`config.mk`:
```
export PLATFORM = sky130hd
export DESIGN_NAME = clock_ratio_strap_decoder
export DESIGN_NICKNAME = d
export VERILOG_FILES = /design/src/rtl/clock_ratio_pkg.sv /design/src/rtl/clock_ratio_strap_decoder.sv
export SDC_FILE = /design/constraint.sdc
export NUM_CORES = 1
export LEC_CHECK = 0
export ABC_AREA = 1
export BUFFER_PORTS_ARGS = -buffer_cell sky130_fd_sc_hd__buf_2
export CAP_MARGIN = 20
export CORE_ASPECT_RATIO = 0.9
export CORE_MARGIN = 4
export CORE_UTILIZATION = 49
export DETAILED_ROUTE_END_ITERATION = 12
export GPL_TIMING_DRIVEN = 1
export HOLD_SLACK_MARGIN = 0.05
export PLACE_DENSITY = 0.9
export RECOVER_POWER = 25
export REMOVE_ABC_BUFFERS = 1
export SLEW_MARGIN = 30
export SYNTH_ARGS = -nofsm -noshare
export SYNTH_HDL_FRONTEND = slang
export SYNTH_SLANG_ARGS = --single-unit
```
`constraint.sdc`:
```
create_clock -name aclk -period 1.5 [get_ports aclk]
set_input_delay 0.3 -clock aclk [delete_from_list [all_inputs] [get_ports aclk]]
set_output_delay 0.3 -clock aclk [all_outputs]
set_load 0.01 [all_outputs]
```
`src/rtl/clock_ratio_pkg.sv`:
```
// Constants, tables and carrier types for the clock ratio strap decoder
package clock_ratio_pkg;

    // Register byte offsets on the AXI4-Lite slave
    localparam logic [3:0] STRAP_STATUS_OFFSET = 4'h0;
    localparam logic [3:0] CLOCK_CONTROL_OFFSET = 4'h4;
    localparam logic [3:0] RATIO_OFFSET = 4'h8;
    localparam int         ADDR_WIDTH = 4;

    // Strap status fields
    localparam int STATUS_PLATFORM_CODE_LSB = 0;
    localparam int STATUS_CORE0_CODE_LSB = 3;
    localparam int STATUS_CORE1_CODE_LSB = 6;
    localparam int STATUS_MEMORY_CODE_LSB = 9;
    localparam int STATUS_CAPTURED_BIT = 12;
    localparam int STATUS_PLATFORM_RESERVED_BIT = 13;
    localparam int STATUS_CORE0_RESERVED_BIT = 14;
    localparam int STATUS_CORE1_RESERVED_BIT = 15;
    localparam int STATUS_SYNC_MODE_BIT = 16;

    // Clock control fields
    localparam int   CONTROL_MEMORY_CLOCK_ENABLE_BIT = 0;
    localparam logic CONTROL_MEMORY_CLOCK_ENABLE_RESET = 1'b1;

    // Ratio register fields
    localparam int RATIO_PLATFORM_LSB = 0;
    localparam int RATIO_CORE0_LSB = 8;
    localparam int RATIO_CORE1_LSB = 16;
    localparam int RATIO_MEMORY_LSB = 24;

    // Cycles after reset release before the strap sample is trusted
    localparam logic [1:0] STRAP_SETTLE_CYCLES = 2'h2;

    localparam logic [1:0] RESP_OKAY = 2'h0;
    localparam logic [1:0] RESP_SLVERR = 2'h2;

    // Platform : reference ratio, whole multiples; zero marks reserved
    localparam logic [7:0] PLATFORM_RATIO_TABLE [8] = '{
        8'h04, 8'h05, 8'h06, 8'h08, 8'h0a, 8'h0c, 8'h00, 8'h00};
    // Core : platform ratio in halves (3 means 3:2); zero marks reserved
    localparam logic [7:0] CORE_RATIO_X2_TABLE [8] = '{
        8'h00, 8'h00, 8'h00, 8'h03, 8'h04, 8'h05, 8'h06, 8'h07};
    // DDR data rate : memory reference ratio; last code is synchronous mode
    localparam logic [7:0] MEMORY_RATIO_TABLE [8] = '{
        8'h03, 8'h04, 8'h06, 8'h08, 8'h0a, 8'h0c, 8'h0e, 8'h00};
    localparam logic [2:0] MEMORY_SYNC_CODE = 3'h7;

    typedef struct packed {
        logic       captured;
        logic [7:0] platform_ratio;
        logic       platform_reserved;
        logic [7:0] core0_ratio_x2;
        logic       core0_reserved;
        logic [7:0] core1_ratio_x2;
        logic       core1_reserved;
        logic [7:0] memory_ratio;
        logic       memory_sync_mode;
    } clock_config_t;

    typedef struct packed {
        logic [2:0] platform;
        logic [2:0] core0;
        logic [2:0] core1;
        logic [2:0] memory;
    } strap_codes_t;

endpackage

```
`src/rtl/clock_ratio_strap_decoder.sv`:
```
// Strap capture, clock ratio decode and AXI4-Lite status/control slave
`timescale 1ns/10ps
`default_nettype none

module clock_ratio_strap_decoder (
    input  wire logic                          aclk,
    input  wire logic                          aresetn,
    input  wire logic [2:0]                    platform_ratio_strap,
    input  wire logic                          core0_ratio_strap_bit0,
    input  wire logic                          core0_ratio_strap_bit1,
    input  wire logic                          core0_ratio_strap_bit2,
    input  wire logic                          core1_ratio_strap_bit0,
    input  wire logic                          core1_ratio_strap_bit1,
    input  wire logic                          core1_ratio_strap_bit2,
    input  wire logic                          memory_ratio_strap_bit0,
    input  wire logic                          memory_ratio_strap_bit1,
    input  wire logic                          memory_ratio_strap_bit2,
    output var  clock_ratio_pkg::clock_config_t clock_config,
    output logic                               memory_bus_clock_out,
    output logic                               memory_pll_enable,
    input  wire logic [3:0]                    s_axi_awaddr,
    input  wire logic                          s_axi_awvalid,
    output logic                               s_axi_awready,
    input  wire logic [31:0]                   s_axi_wdata,
    input  wire logic [3:0]                    s_axi_wstrb,
    input  wire logic                          s_axi_wvalid,
    output logic                               s_axi_wready,
    output logic [1:0]                         s_axi_bresp,
    output logic                               s_axi_bvalid,
    input  wire logic                          s_axi_bready,
    input  wire logic [3:0]                    s_axi_araddr,
    input  wire logic                          s_axi_arvalid,
    output logic                               s_axi_arready,
    output logic [31:0]                        s_axi_rdata,
    output logic [1:0]                         s_axi_rresp,
    output logic                               s_axi_rvalid,
    input  wire logic                          s_axi_rready
);

    typedef struct packed {
        clock_ratio_pkg::strap_codes_t  meta;
        clock_ratio_pkg::strap_codes_t  sync;
        logic [1:0]                     settle_cnt;
        clock_ratio_pkg::strap_codes_t  codes;
        clock_ratio_pkg::clock_config_t cfg;
        logic                           mem_clk_enable;
        logic                           mck;
        logic                           aw_held;
        logic [3:0]                     awaddr;
        logic                           w_held;
        logic [31:0]                    wdata;
        logic                           wstrb0;
        logic                           bvalid;
        logic [1:0]                     bresp;
        logic                           rvalid;
        logic [31:0]                    rdata;
        logic [1:0]                     rresp;
    } state_t;

    localparam state_t RESET_STATE = '{
        mem_clk_enable: clock_ratio_pkg::CONTROL_MEMORY_CLOCK_ENABLE_RESET,
        default: '0};

    state_t st_reg;
    state_t st_next;
    logic   [31:0] status_word;
    logic   [31:0] ratio_word;
    clock_ratio_pkg::strap_codes_t pins;

    // First-named pin of each group is the code's MSB
    assign pins = '{
        platform: platform_ratio_strap,
        core0:    {core0_ratio_strap_bit0, core0_ratio_strap_bit1, core0_ratio_strap_bit2},
        core1:    {core1_ratio_strap_bit0, core1_ratio_strap_bit1, core1_ratio_strap_bit2},
        memory:   {memory_ratio_strap_bit0, memory_ratio_strap_bit1, memory_ratio_strap_bit2}};

    always_comb begin
        status_word = '0;
        status_word[clock_ratio_pkg::STATUS_PLATFORM_CODE_LSB +: 3] = st_reg.codes.platform;
        status_word[clock_ratio_pkg::STATUS_CORE0_CODE_LSB +: 3] = st_reg.codes.core0;
        status_word[clock_ratio_pkg::STATUS_CORE1_CODE_LSB +: 3] = st_reg.codes.core1;
        status_word[clock_ratio_pkg::STATUS_MEMORY_CODE_LSB +: 3] = st_reg.codes.memory;
        status_word[clock_ratio_pkg::STATUS_CAPTURED_BIT] = st_reg.cfg.captured;
        status_word[clock_ratio_pkg::STATUS_PLATFORM_RESERVED_BIT] = st_reg.cfg.platform_reserved;
        status_word[clock_ratio_pkg::STATUS_CORE0_RESERVED_BIT] = st_reg.cfg.core0_reserved;
        status_word[clock_ratio_pkg::STATUS_CORE1_RESERVED_BIT] = st_reg.cfg.core1_reserved;
        status_word[clock_ratio_pkg::STATUS_SYNC_MODE_BIT] = st_reg.cfg.memory_sync_mode;
        ratio_word = '0;
        ratio_word[clock_ratio_pkg::RATIO_PLATFORM_LSB +: 8] = st_reg.cfg.platform_ratio;
        ratio_word[clock_ratio_pkg::RATIO_CORE0_LSB +: 8] = st_reg.cfg.core0_ratio_x2;
        ratio_word[clock_ratio_pkg::RATIO_CORE1_LSB +: 8] = st_reg.cfg.core1_ratio_x2;
        ratio_word[clock_ratio_pkg::RATIO_MEMORY_LSB +: 8] = st_reg.cfg.memory_ratio;
    end

    always_comb begin
        st_next = st_reg;

        // Straps are board levels, unrelated to aclk
        st_next.meta = pins;
        st_next.sync = st_reg.meta;

        // Sample only once the synchroniser has filled after release
        if (!st_reg.cfg.captured) begin
            if (st_reg.settle_cnt != clock_ratio_pkg::STRAP_SETTLE_CYCLES) begin
                st_next.settle_cnt = st_reg.settle_cnt + 2'h1;
            end else begin
                st_next.codes = st_reg.sync;
                st_next.cfg.captured = 1'b1;
                st_next.cfg.platform_ratio =
                    clock_ratio_pkg::PLATFORM_RATIO_TABLE[st_reg.sync.platform];
                st_next.cfg.platform_reserved = (st_reg.sync.platform[2:1] == 2'h3);
                st_next.cfg.core0_ratio_x2 =
                    clock_ratio_pkg::CORE_RATIO_X2_TABLE[st_reg.sync.core0];
                st_next.cfg.core0_reserved = (st_reg.sync.core0 < 3'h3);
                st_next.cfg.core1_ratio_x2 =
                    clock_ratio_pkg::CORE_RATIO_X2_TABLE[st_reg.sync.core1];
                st_next.cfg.core1_reserved = (st_reg.sync.core1 < 3'h3);
                st_next.cfg.memory_ratio =
                    clock_ratio_pkg::MEMORY_RATIO_TABLE[st_reg.sync.memory];
                st_next.cfg.memory_sync_mode =
                    (st_reg.sync.memory == clock_ratio_pkg::MEMORY_SYNC_CODE);
            end
        end

        // Synchronous mode: aclk stands for the platform clock, halved here
        if (st_reg.cfg.captured && st_reg.cfg.memory_sync_mode && st_reg.mem_clk_enable) begin
            st_next.mck = ~st_reg.mck;
        end else begin
            st_next.mck = 1'b0;
        end

        // Write path: address and data taken in either order
        if (s_axi_awvalid && s_axi_awready) begin
            st_next.aw_held = 1'b1;
            st_next.awaddr = s_axi_awaddr;
        end
        if (s_axi_wvalid && s_axi_wready) begin
            st_next.w_held = 1'b1;
            st_next.wdata = s_axi_wdata;
            st_next.wstrb0 = s_axi_wstrb[0];
        end
        if (st_reg.aw_held && st_reg.w_held && !st_reg.bvalid) begin
            st_next.aw_held = 1'b0;
            st_next.w_held = 1'b0;
            st_next.bvalid = 1'b1;
            if (st_reg.awaddr[3:2] == clock_ratio_pkg::CLOCK_CONTROL_OFFSET[3:2]) begin
                st_next.bresp = clock_ratio_pkg::RESP_OKAY;
                if (st_reg.wstrb0) begin
                    st_next.mem_clk_enable =
                        st_reg.wdata[clock_ratio_pkg::CONTROL_MEMORY_CLOCK_ENABLE_BIT];
                end
            end else begin
                // Read-only and unmapped words refuse writes
                st_next.bresp = clock_ratio_pkg::RESP_SLVERR;
            end
        end
        if (st_reg.bvalid && s_axi_bready) begin
            st_next.bvalid = 1'b0;
        end

        // Read path: one outstanding read, answered the cycle after address
        if (s_axi_arvalid && s_axi_arready) begin
            st_next.rvalid = 1'b1;
            st_next.rresp = clock_ratio_pkg::RESP_OKAY;
            case (s_axi_araddr[3:2])
                clock_ratio_pkg::STRAP_STATUS_OFFSET[3:2]: begin
                    st_next.rdata = status_word;
                end
                clock_ratio_pkg::CLOCK_CONTROL_OFFSET[3:2]: begin
                    st_next.rdata = {31'h0, st_reg.mem_clk_enable};
                end
                clock_ratio_pkg::RATIO_OFFSET[3:2]: begin
                    st_next.rdata = ratio_word;
                end
                default: begin
                    st_next.rdata = '0;
                    st_next.rresp = clock_ratio_pkg::RESP_SLVERR;
                end
            endcase
        end else if (st_reg.rvalid && s_axi_rready) begin
            st_next.rvalid = 1'b0;
        end
    end

    always_ff @(posedge aclk) begin
        if (!aresetn) begin
            st_reg <= RESET_STATE;
        end else begin
            st_reg <= st_next;
        end
    end

    assign clock_config = st_reg.cfg;
    // One clock feeds every memory controller, so modes can never differ
    assign memory_bus_clock_out = st_reg.mck;
    // Asynchronous mode hands the DDR rate to the reference-clock PLL
    assign memory_pll_enable = st_reg.cfg.captured && !st_reg.cfg.memory_sync_mode
                               && st_reg.mem_clk_enable;
    assign s_axi_awready = !st_reg.aw_held;
    assign s_axi_wready = !st_reg.w_held;
    assign s_axi_bvalid = st_reg.bvalid;
    assign s_axi_bresp = st_reg.bresp;
    assign s_axi_arready = !st_reg.rvalid;
    assign s_axi_rvalid = st_reg.rvalid;
    assign s_axi_rdata = st_reg.rdata;
    assign s_axi_rresp = st_reg.rresp;

endmodule

`default_nettype wire

```
==> results by group, run 1 <==
Status
  • Status: finished, final reports clean

Die
  • Die height: between 90 and 100 um
  • FP Rows: 30
  • # IOs: about 140
  • Starting Density: between 50% and 60%
  • Die Width: 102.1 um
  • Die area: around 9500 um^2
  • CORE AREA: 7657 um^2

Synth
  • Largest family of logic cells by synthesized area: buffers and inverters
  • Synth Area in Simple Gates: between 10% and 20%
  • Largest cells by area after synthesis: dfxtp_1, buf_4, nand2_1
  • XOR/XNOR Fraction of Synth Area: less than 1%
  • Adder-Cell Fraction of Synth Area: roughly 1.6%
  • Post-synthesis cell type count: 28
  • Synth Area in Compound Gates: 11.82%
  • #FFs+latches synth: 90
  • Post-synth EDFFs: 0
  • Post-synth top area cell: dfxtp_1
  • Commonest cells post-synth: nand2_1, dfxtp_1, buf_4, nor2_1, inv_1
  • Ys flop type: dfxtp_1
  • Average cell area after synthesis: 8.068 um^2
  • Post-Synthesis Cell Area: ~4000 um^2
  • Synth warn: 0
  • Cell count after synthesis: slightly below 500
  • Asr flop ratio synth: 0%
  • Post-synthesis mux area share: 0%
  • Sequential share of the synthesized area: 46.14%
  • Count leader, synth: nand2_1
  • Yosys top cell area share: 46.14%

Timing
  • # setup viols final: 0
  • Min Tclk post-route: roughly 1.4 ns
  • Period Utilization, post-route: 91.32%
  • Worst slew margin: around three fifths
  • Pins Over Slew Limit: 0
  • Final setup TNS: 0 ns
  • RSZ-0062 raised after global routing: false
  • Endpoints failing hold: 0
  • Worst Skew: just over 0.01 ns
  • FMAX: around 0.73 GHz
  • Worst-Margin Slew: ~0.6 ns

Setup path
  • Crit-path max FO: 18
  • Critical path origin: st_reg[128]$_SDFFE_PN0P_
  • R2r setup slk: roughly 0.13 ns
  • Startpoint Class: register
  • Worst Path Required: about 1.8 ns
  • Crit-path cells: inv_1, ha_2, inv_2, nor2_4, buf_12, o211ai_1, a21oi_2
  • Critical Path End Type: register
  • Slowest-stage cell, CP: dfxtp_1
  • R2R Path Start: st_reg[128]$_SDFFE_PN0P_
  • Crit-path max cell delay: about 0.30 ns
  • FF-to-FF End: clock_config[10]$_SDFFE_PN0P_
  • Critical path arrival: around 1.7 ns
  • WS Path Type: register to register
  • End of the critical path: clock_config[10]$_SDFFE_PN0P_
  • R2R cell count: 7

Drt
  • Wire per inst: 12.61 um
  • Via density: roughly 4.8
  • Final WL: between 7 and 8 mm
  • Detail Route Antenna Nets: 0
  • Initial DRC count: 85
  • DR pass1 iterations: 4
  • Vias post-DR: just under 3,000
  • # DRC: 0

Clock tree
  • Reg clk slew, reported paths: approximately 0.090 ns
  • H-tree levels: 3
  • Post-CTS resize count: 0
  • Num Clock Sinks: 90
  • CTS Root Cell: clkbuf_8
  • Hold_buf cts: 0
  • TritonCTS clock tree: built
  • Post-CTS setup buffer count: 0
  • Clock Path Buffers: 2
  • Num CTS Buffers: 9
  • Worst-skew pair later-pin latency: 0.36 ns

Min path
  • Hold path depth: 3
  • HP Start: platform_ratio_strap[2]
  • Min-delay worst type: input port to register

GRT
  • GR Util All Layers: 16.56%
  • First-pass GRT wire length: ~12 mm
  • Congestion Overflow GR: 0
  • Number of global-route vias before repair: 2,698
  • Initial antenna violation count: 0
  • Largest net degree at the start of global routing: between 40 and 50

Placed design
  • RD Place Congestion: 0.8431
  • Buffers added on ports: 75
  • DPL Wire Length: about 5.5 mm

Pwr
  • Max rail drop VDD: 0.0006909 V
  • PwrDens: between 1000 and 1500 nW/um^2
  • Total power: between 5 and 6 mW
  • Pleak: 2.028 nW

Run
  • Max-Cap Viols: 0

Layout
  • Area Growth Syn to Fin: 6.248%
  • Nets: 580
  • Max reg flops: 33
  • Final core occ: a little over half
  • ANT cells: 0
  • Share of cells above drive strength 1: between 20% and 30%
[per-stage QoR]
stage	cell area [um^2]	std cells	hold slack [ns]	setup slack, ns
after CTS	4161	613	0.09979	0.01850
final	4149	613	0.1178	0.1302
after floorplan	3328	420	0.3846	0.03576
after global placement	3919	597	0.3945	0.1845
after detailed placement	3919	597	0.3960	0.1277
after global routing	4149	613	0.1066	0.01961
[worst min-delay path by stage]
stage	to
2_1_floorplan	st_reg[78]$_SDFFE_PN1P_
3_3_place_gp	st_reg[140]$_SDFF_PN0_
3_5_place_dp	st_reg[139]$_SDFF_PN0_
4_1_cts	st_next[141]$_SDFF_PN0_
5_1_grt	st_next[136]$_SDFF_PN0_
6_report	st_next[141]$_SDFF_PN0_
[placed cells by master (no fill, tap or decap)]
cell	synthesis	final
nand3b_1	2	2
o21ai_0	14	14
o211ai_2	1	1
a21oi_2	5	5
nor3_1	3	3
a21oi_1	37	37
nor2_2	1	1
xor2_1	1	1
a22oi_1	8	8
bufinv_16	0	3
inv_1	43	44
o21a_1	1	1
inv_2	5	4
nor2_1	44	44
clkbuf_4	0	1
ha_2	0	1
nand2_4	1	1
buf_4	75	2
nand2_1	103	104
buf_12	0	3
nand3_1	14	14
o211ai_1	5	5
clkbuf_8	0	9
a211oi_1	1	1
conb_1	1	29
buf_2	8	74
nand2_2	2	1
dfxtp_1	90	89
clkbuf_1	3	2
clkinvlp_4	0	1
ha_1	5	4
nor2_4	2	2
a211oi_2	3	3
clkinv_4	0	2
dfxtp_2	0	1
[cells by family (layout without fill, tap and decap cells)]
group	count (synthesis)	count (layout)
simple gates	172	172
buf+inv	140	145
flops	90	90
compound gates	75	75
fa+ha+maj	5	5
other cells	1	29
xor+xnor	1	1
[worst max-delay path: cells and delay by family (launching register included)]
family	cells	cell delay (ns)
adders and majority gates	1	0.24
buffers and inverters	3	0.33
AOI/OAI and AO/OA	2	0.24
DFF	1	0.30
and+or+nand+nor	1	0.19
[power by group]
| part | internal, mW | switching [mW] | total, mW |
|---|---|---|---|
| Clock | 1.11 | 0.834 | 1.95 |
| Combinational | 0.409 | 0.691 | 1.10 |
| Sequential | 2.62 | 0.162 | 2.79 |
| Total | 4.14 | 1.69 | 5.83 |
[metal layers]
metal / GRT usage, % / wire [um] / share of wire (%) / up-vias
li1: - / - / - / 1466
met3: 7.530 / 648 / 8.4 / 17
met1: 18.31 / 3100 / 40 / 1342
met4: 5.902 / 145 / 1.9 / 0
met5: 0 / 0 / 0 / -
met2: 27.81 / 3837 / 50 / 88
[cell type report]
type | count | area (um^2)
inverter | 48 | 180.2
clock inverter | 6 | 115.1
sequential | 90 | 1803
multi-input combinational | 282 | 1346
clock buffer | 10 | 127.6
fill | 717 | 3508
timing repair buffer | 81 | 456.7
tap | 96 | 120.1
(Power assumes the default switching activity.)
==> run 2: changes to the inputs <==
Settings changed: CORE_UTILIZATION 49 to 25, PLACE_DENSITY 0.9 to 0.57.
==> results by group, run 2 (same netlist as run 1, synthesis figures left out) <==
Status
  • Status: finished, final reports clean

Die
  • Die height: 126.6 um
  • Die area: roughly 18,000 um^2
  • # IOs: approximately 140
  • FP Rows: 43
  • Starting Density: between 20% and 30%
  • CORE AREA: around 15,000 um^2
  • Die Width: roughly 140 um

Timing
  • Worst Skew: around 0.0067 ns
  • Min Tclk post-route: about 1.3 ns
  • RSZ-0062 raised after global routing: false
  • Period Utilization, post-route: 89.77%
  • Pins Over Slew Limit: 0
  • # setup viols final: 0
  • Final setup TNS: 0 ns
  • FMAX: roughly 0.74 GHz
  • Endpoints failing hold: 0

Clock tree
  • TritonCTS clock tree: built
  • Num Clock Sinks: 90
  • Hold_buf cts: 0
  • CTS Root Cell: clkbuf_16
  • H-tree levels: 3
  • Num CTS Buffers: 9
  • Worst-skew pair later-pin latency: 0.34 ns
  • Post-CTS setup buffer count: 0
  • Reg clk slew, reported paths: ~0.060 ns
  • Clock Path Buffers: 2

Setup path
  • Worst Path Required: ~1.7 ns
  • Critical path arrival: between 1.5 and 2 ns
  • Crit-path max FO: 31
  • WS Path Type: register to register
  • Startpoint Class: register
  • Critical Path End Type: register

Drt
  • Via density: approximately 3.9
  • DR pass1 iterations: 4
  • Detail Route Antenna Nets: 0
  • Final WL: approximately 8.3 mm
  • Initial DRC count: between 150 and 200
  • Vias post-DR: 2,822
  • Wire per inst: about 11 um
  • # DRC: 0

Placed design
  • RD Place Congestion: approximately 0.73
  • DPL Wire Length: 6.068 mm
  • Buffers added on ports: 75
  • Placed cell count: 707

Pwr
  • Pleak: 2.072 nW
  • Max rail drop VDD: roughly 0.00056 V
  • PwrDens: approximately 1400 nW/um^2

Layout
  • Post-Layout Cell Count: between 700 and 800
  • ANT cells: 0
  • Most common cell after layout, fill and taps aside: nand2_1
  • Nets: 584
  • Commonest cells after routing, fill and taps aside: nand2_1, dfxtp_1, buf_2
  • Max reg flops: 33
  • Share of cells above drive strength 1: 22.46%
  • Area Growth Syn to Fin: 11.60%

GRT
  • GR Util All Layers: slightly above 9%
  • Initial antenna violation count: 1
  • Largest net degree at the start of global routing: 32
  • Number of global-route vias before repair: around 2,500
  • First-pass GRT wire length: ~13 mm
  • Congestion Overflow GR: 0

Run
  • Max-Cap Viols: 0

Min path
  • Min-delay worst type: input port to register
run 2: cell count changes in the layout (fill, tap and decap cells not counted), sizes merged:
cell	delta
clkbuf	+3
bufinv	-1
buf	+2
clkinv	+1
clkinvlp	-1
run 2: final timing paths:
kind                            startpoint  depth (start not counted)  slack (ns)                            end
setup / recovery  st_reg[128]$_SDFFE_PN0P_                          8        0.15  clock_config[30]$_SDFFE_PN0P_
hold / removal     memory_ratio_strap_bit1                          3        0.14        st_next[131]$_SDFF_PN0_
hold reg to reg    st_next[132]$_SDFF_PN0_                          2        0.41         st_reg[132]$_SDFF_PN0_
setup reg to reg  st_reg[128]$_SDFFE_PN0P_                          8        0.15  clock_config[30]$_SDFFE_PN0P_
run 2: critical path, cell delays in order, from the launching register on:
cell     delay [ns]
dfxtp_1        0.30
inv_1          0.08
ha_1           0.25
inv_2          0.06
nor2_4         0.10
buf_12         0.19
nor2_1         0.05
a21oi_1        0.11
a21oi_1        0.07
run 2: metal layers:
layer  GRT usage [%]  vias up  share of wire [%]
met5               0        -               0.16
met4           2.222        2                1.0
met3           4.146       11                7.7
met2           14.29       76                 43
met1           11.87     1253                 48
li1                -     1480                  -
run 2: metrics by stage:
step | instance area (um^2) | hold slack, ns | worst slack, ns | total power [mW] | utilization, %
final | 4358 | 0.1417 | 0.1535 | 6.226 | 28.32
after global routing | 4358 | 0.1303 | 0.01823 | 6.573 | 28.32
after CTS | 4368 | 0.1271 | 0.03754 | 6.307 | 28.39
after detailed placement | 4056 | 0.3998 | 0.1715 | 3.928 | 26.36
after global placement | 4056 | 0.3976 | 0.1688 | 3.918 | 26.36
after floorplan | 3328 | 0.3846 | 0.03576 | 3.472 | -
run 2: layout make-up:
type / count / area [um^2]
clock inverters: 5 / 78.83
fillers: 1737 / 11030
inverters: 48 / 180.2
repair buffers: 85 / 464.2
flip-flops and latches: 90 / 1803
well taps: 202 / 252.7
clock buffers: 11 / 232.7
multi-input cells: 282 / 1346
run 2: report_power, final:
group | switching [mW] | total (mW) | internal [mW]
sequential | 0.167 | 2.79 | 2.63
combinational | 0.673 | 1.07 | 0.394
clock | 0.907 | 2.36 | 1.46
run 2: timing repair:
item	CTS	global route
endpoints found under the hold margin	0	0
setup endpoints to repair	0	1
resized for setup	0	1
==> run 3: changes to the inputs <==
Settings changed: CORE_UTILIZATION 25 to 35, PLACE_DENSITY 0.57 to 0.62.
==> results by group, run 3 (same netlist as run 1, synthesis figures left out) <==
Status
  • Status: finished, final reports clean

Timing
  • Worst Skew: 0.006888 ns
  • RSZ-0062 raised after global routing: false
  • Period Utilization, post-route: approximately 91%
  • Min Tclk post-route: 1.372 ns
  • Final setup TNS: 0 ns
  • Worst-Margin Slew: a little over 0.6 ns
  • Endpoints failing hold: 0
  • # setup viols final: 0
  • FMAX: roughly 0.73 GHz
  • Pins Over Slew Limit: 0
  • Worst slew margin: 58.51%

Setup path
  • R2R Path Start: st_reg[128]$_SDFFE_PN0P_
  • Critical Path End Type: register
  • FF-to-FF End: clock_config[30]$_SDFFE_PN0P_
  • Critical path arrival: between 1.5 and 2 ns
  • WS Path Type: register to register
  • Critical path origin: st_reg[128]$_SDFFE_PN0P_
  • Startpoint Class: register
  • Worst Path Required: roughly 1.7 ns
  • R2R cell count: 8
  • R2r setup slk: roughly 0.13 ns
  • Crit-path max FO: 31

Placed design
  • Buffers added on ports: between 70 and 80
  • DPL Wire Length: 5.650 mm
  • RD Place Congestion: 0.7746

Drt
  • Final WL: between 7 and 8 mm
  • # DRC: 0
  • Vias post-DR: between 2,000 and 3,000
  • DR pass1 iterations: 4
  • Wire per inst: 11.82 um
  • Via density: 4.274
  • Detail Route Antenna Nets: 0
  • Initial DRC count: ~160

Clock tree
  • TritonCTS clock tree: built
  • CTS Root Cell: clkbuf_16
  • H-tree levels: 3
  • Reg clk slew, reported paths: ~0.06 ns
  • Clock Path Buffers: 2
  • Hold_buf cts: 0
  • Num Clock Sinks: 90
  • Num CTS Buffers: 9
  • Worst-skew pair later-pin latency: between 0.3 and 0.4 ns

GRT
  • First-pass GRT wire length: 12.25 mm
  • Number of global-route vias before repair: around 2,600
  • GR Util All Layers: 12.18%
  • Initial antenna violation count: 1
  • Congestion Overflow GR: 0
  • Largest net degree at the start of global routing: a little under 50

Pwr
  • PwrDens: around 1500 nW/um^2
  • Total power: ~6.3 mW
  • Max rail drop VDD: 0.0007885 V
  • Pleak: 2.062 nW

Min path
  • HP Start: memory_ratio_strap_bit0
  • Min-Delay Endpoint: st_next[132]$_SDFF_PN0_
  • Min-delay worst type: input port to register
  • Hold path depth: 3

Layout
  • Final core occ: 39.45%
  • Commonest cells after routing, fill and taps aside: nand2_1, dfxtp_1, buf_2
  • ANT cells: 0
  • Area Growth Syn to Fin: 9.676%
  • Nets: 582
  • Share of cells above drive strength 1: between 20% and 30%
  • Most common cell after layout, fill and taps aside: nand2_1
  • Max reg flops: 33

Die
  • FP Rows: 36
  • Die area: around 13,000 um^2
  • Die Width: 119.3 um
  • CORE AREA: 10,860 um^2
  • Starting Density: a little over a third
  • Die height: approximately 110 um
  • # IOs: roughly 140

Run
  • Max-Cap Viols: 0
run 3: changes by cell type in the layout (fill, tap and decap cells not counted):
cell,delta
clkbuf_4,+1
clkbuf_1,-2
clkbuf_8,+1
buf_12,-1
ha_1,-1
buf_4,-1
ha_2,+1
clkinv_4,-1
clkinvlp_4,+1
run 3: worst max path at each step:
| stage | to | slack (ns) | cells after the start |
|---|---|---|---|
| floorplan | clock_config[30]$_SDFFE_PN0P_ | 0.04 | 7 |
| global placement | clock_config[31]$_SDFFE_PN0P_ | 0.19 | 8 |
| detailed placement | clock_config[31]$_SDFFE_PN0P_ | 0.14 | 8 |
| CTS | memory_pll_enable | 0.07 | 3 |
| global route | clock_config[31]$_SDFFE_PN0P_ | 0.02 | 8 |
| finish | clock_config[30]$_SDFFE_PN0P_ | 0.13 | 8 |
run 3: through the flow:
stage          instance area, um^2  setup WS [ns]  cells  hold WS [ns]
6_report                      4283         0.1281    671        0.1381
5_1_grt                       4283        0.02109    671        0.1362
4_1_cts                       4299        0.06617    671        0.1263
3_5_place_dp                  3979         0.1362    655        0.3974
3_3_place_gp                  3979         0.1898    655        0.3954
2_1_floorplan                 3328        0.03576    420        0.3846
run 3: layout make-up:
| cell class | instances | area [um^2] |
|---|---|---|
| Fill cell | 1116 | 6573 |
| Clock buffer | 11 | 242.7 |
| Clock inverter | 5 | 77.57 |
| Timing Repair Buffer | 83 | 440.4 |
| Tap cell | 152 | 190.2 |
| Sequential cell | 90 | 1803 |
| Multi-Input combinational cell | 282 | 1349 |
| Inverter | 48 | 180.2 |
run 3: per-layer routing:
layer  track usage [%]  part of all wire (%)
met4             5.151                   1.5
met1             14.23                    44
met2             19.97                    47
met3             4.864                   7.1
met5                 0                  0.15
run 3: worst max-delay path, stage by stage (launching register included):
cell and delay (ns):
dfxtp_1 0.30, inv_1 0.09, ha_2 0.24, inv_2 0.06, nor2_4 0.09, buf_12 0.19, nor2_1 0.06, a21oi_1 0.11
a21oi_1 0.08
run 3: power breakdown:
part | leakage [nW] | switching [mW] | internal [mW]
clock network | 0.156 | 0.893 | 1.50
logic | 1.17 | 0.683 | 0.395
registers | 0.736 | 0.162 | 2.63
total | 2.06 | 1.74 | 4.52
run 3: what timing repair did:
action                                  4_1_cts  5_1_grt
endpoints found under the setup margin        0        2
buffers inserted                              0        0
resized for setup                             0        2
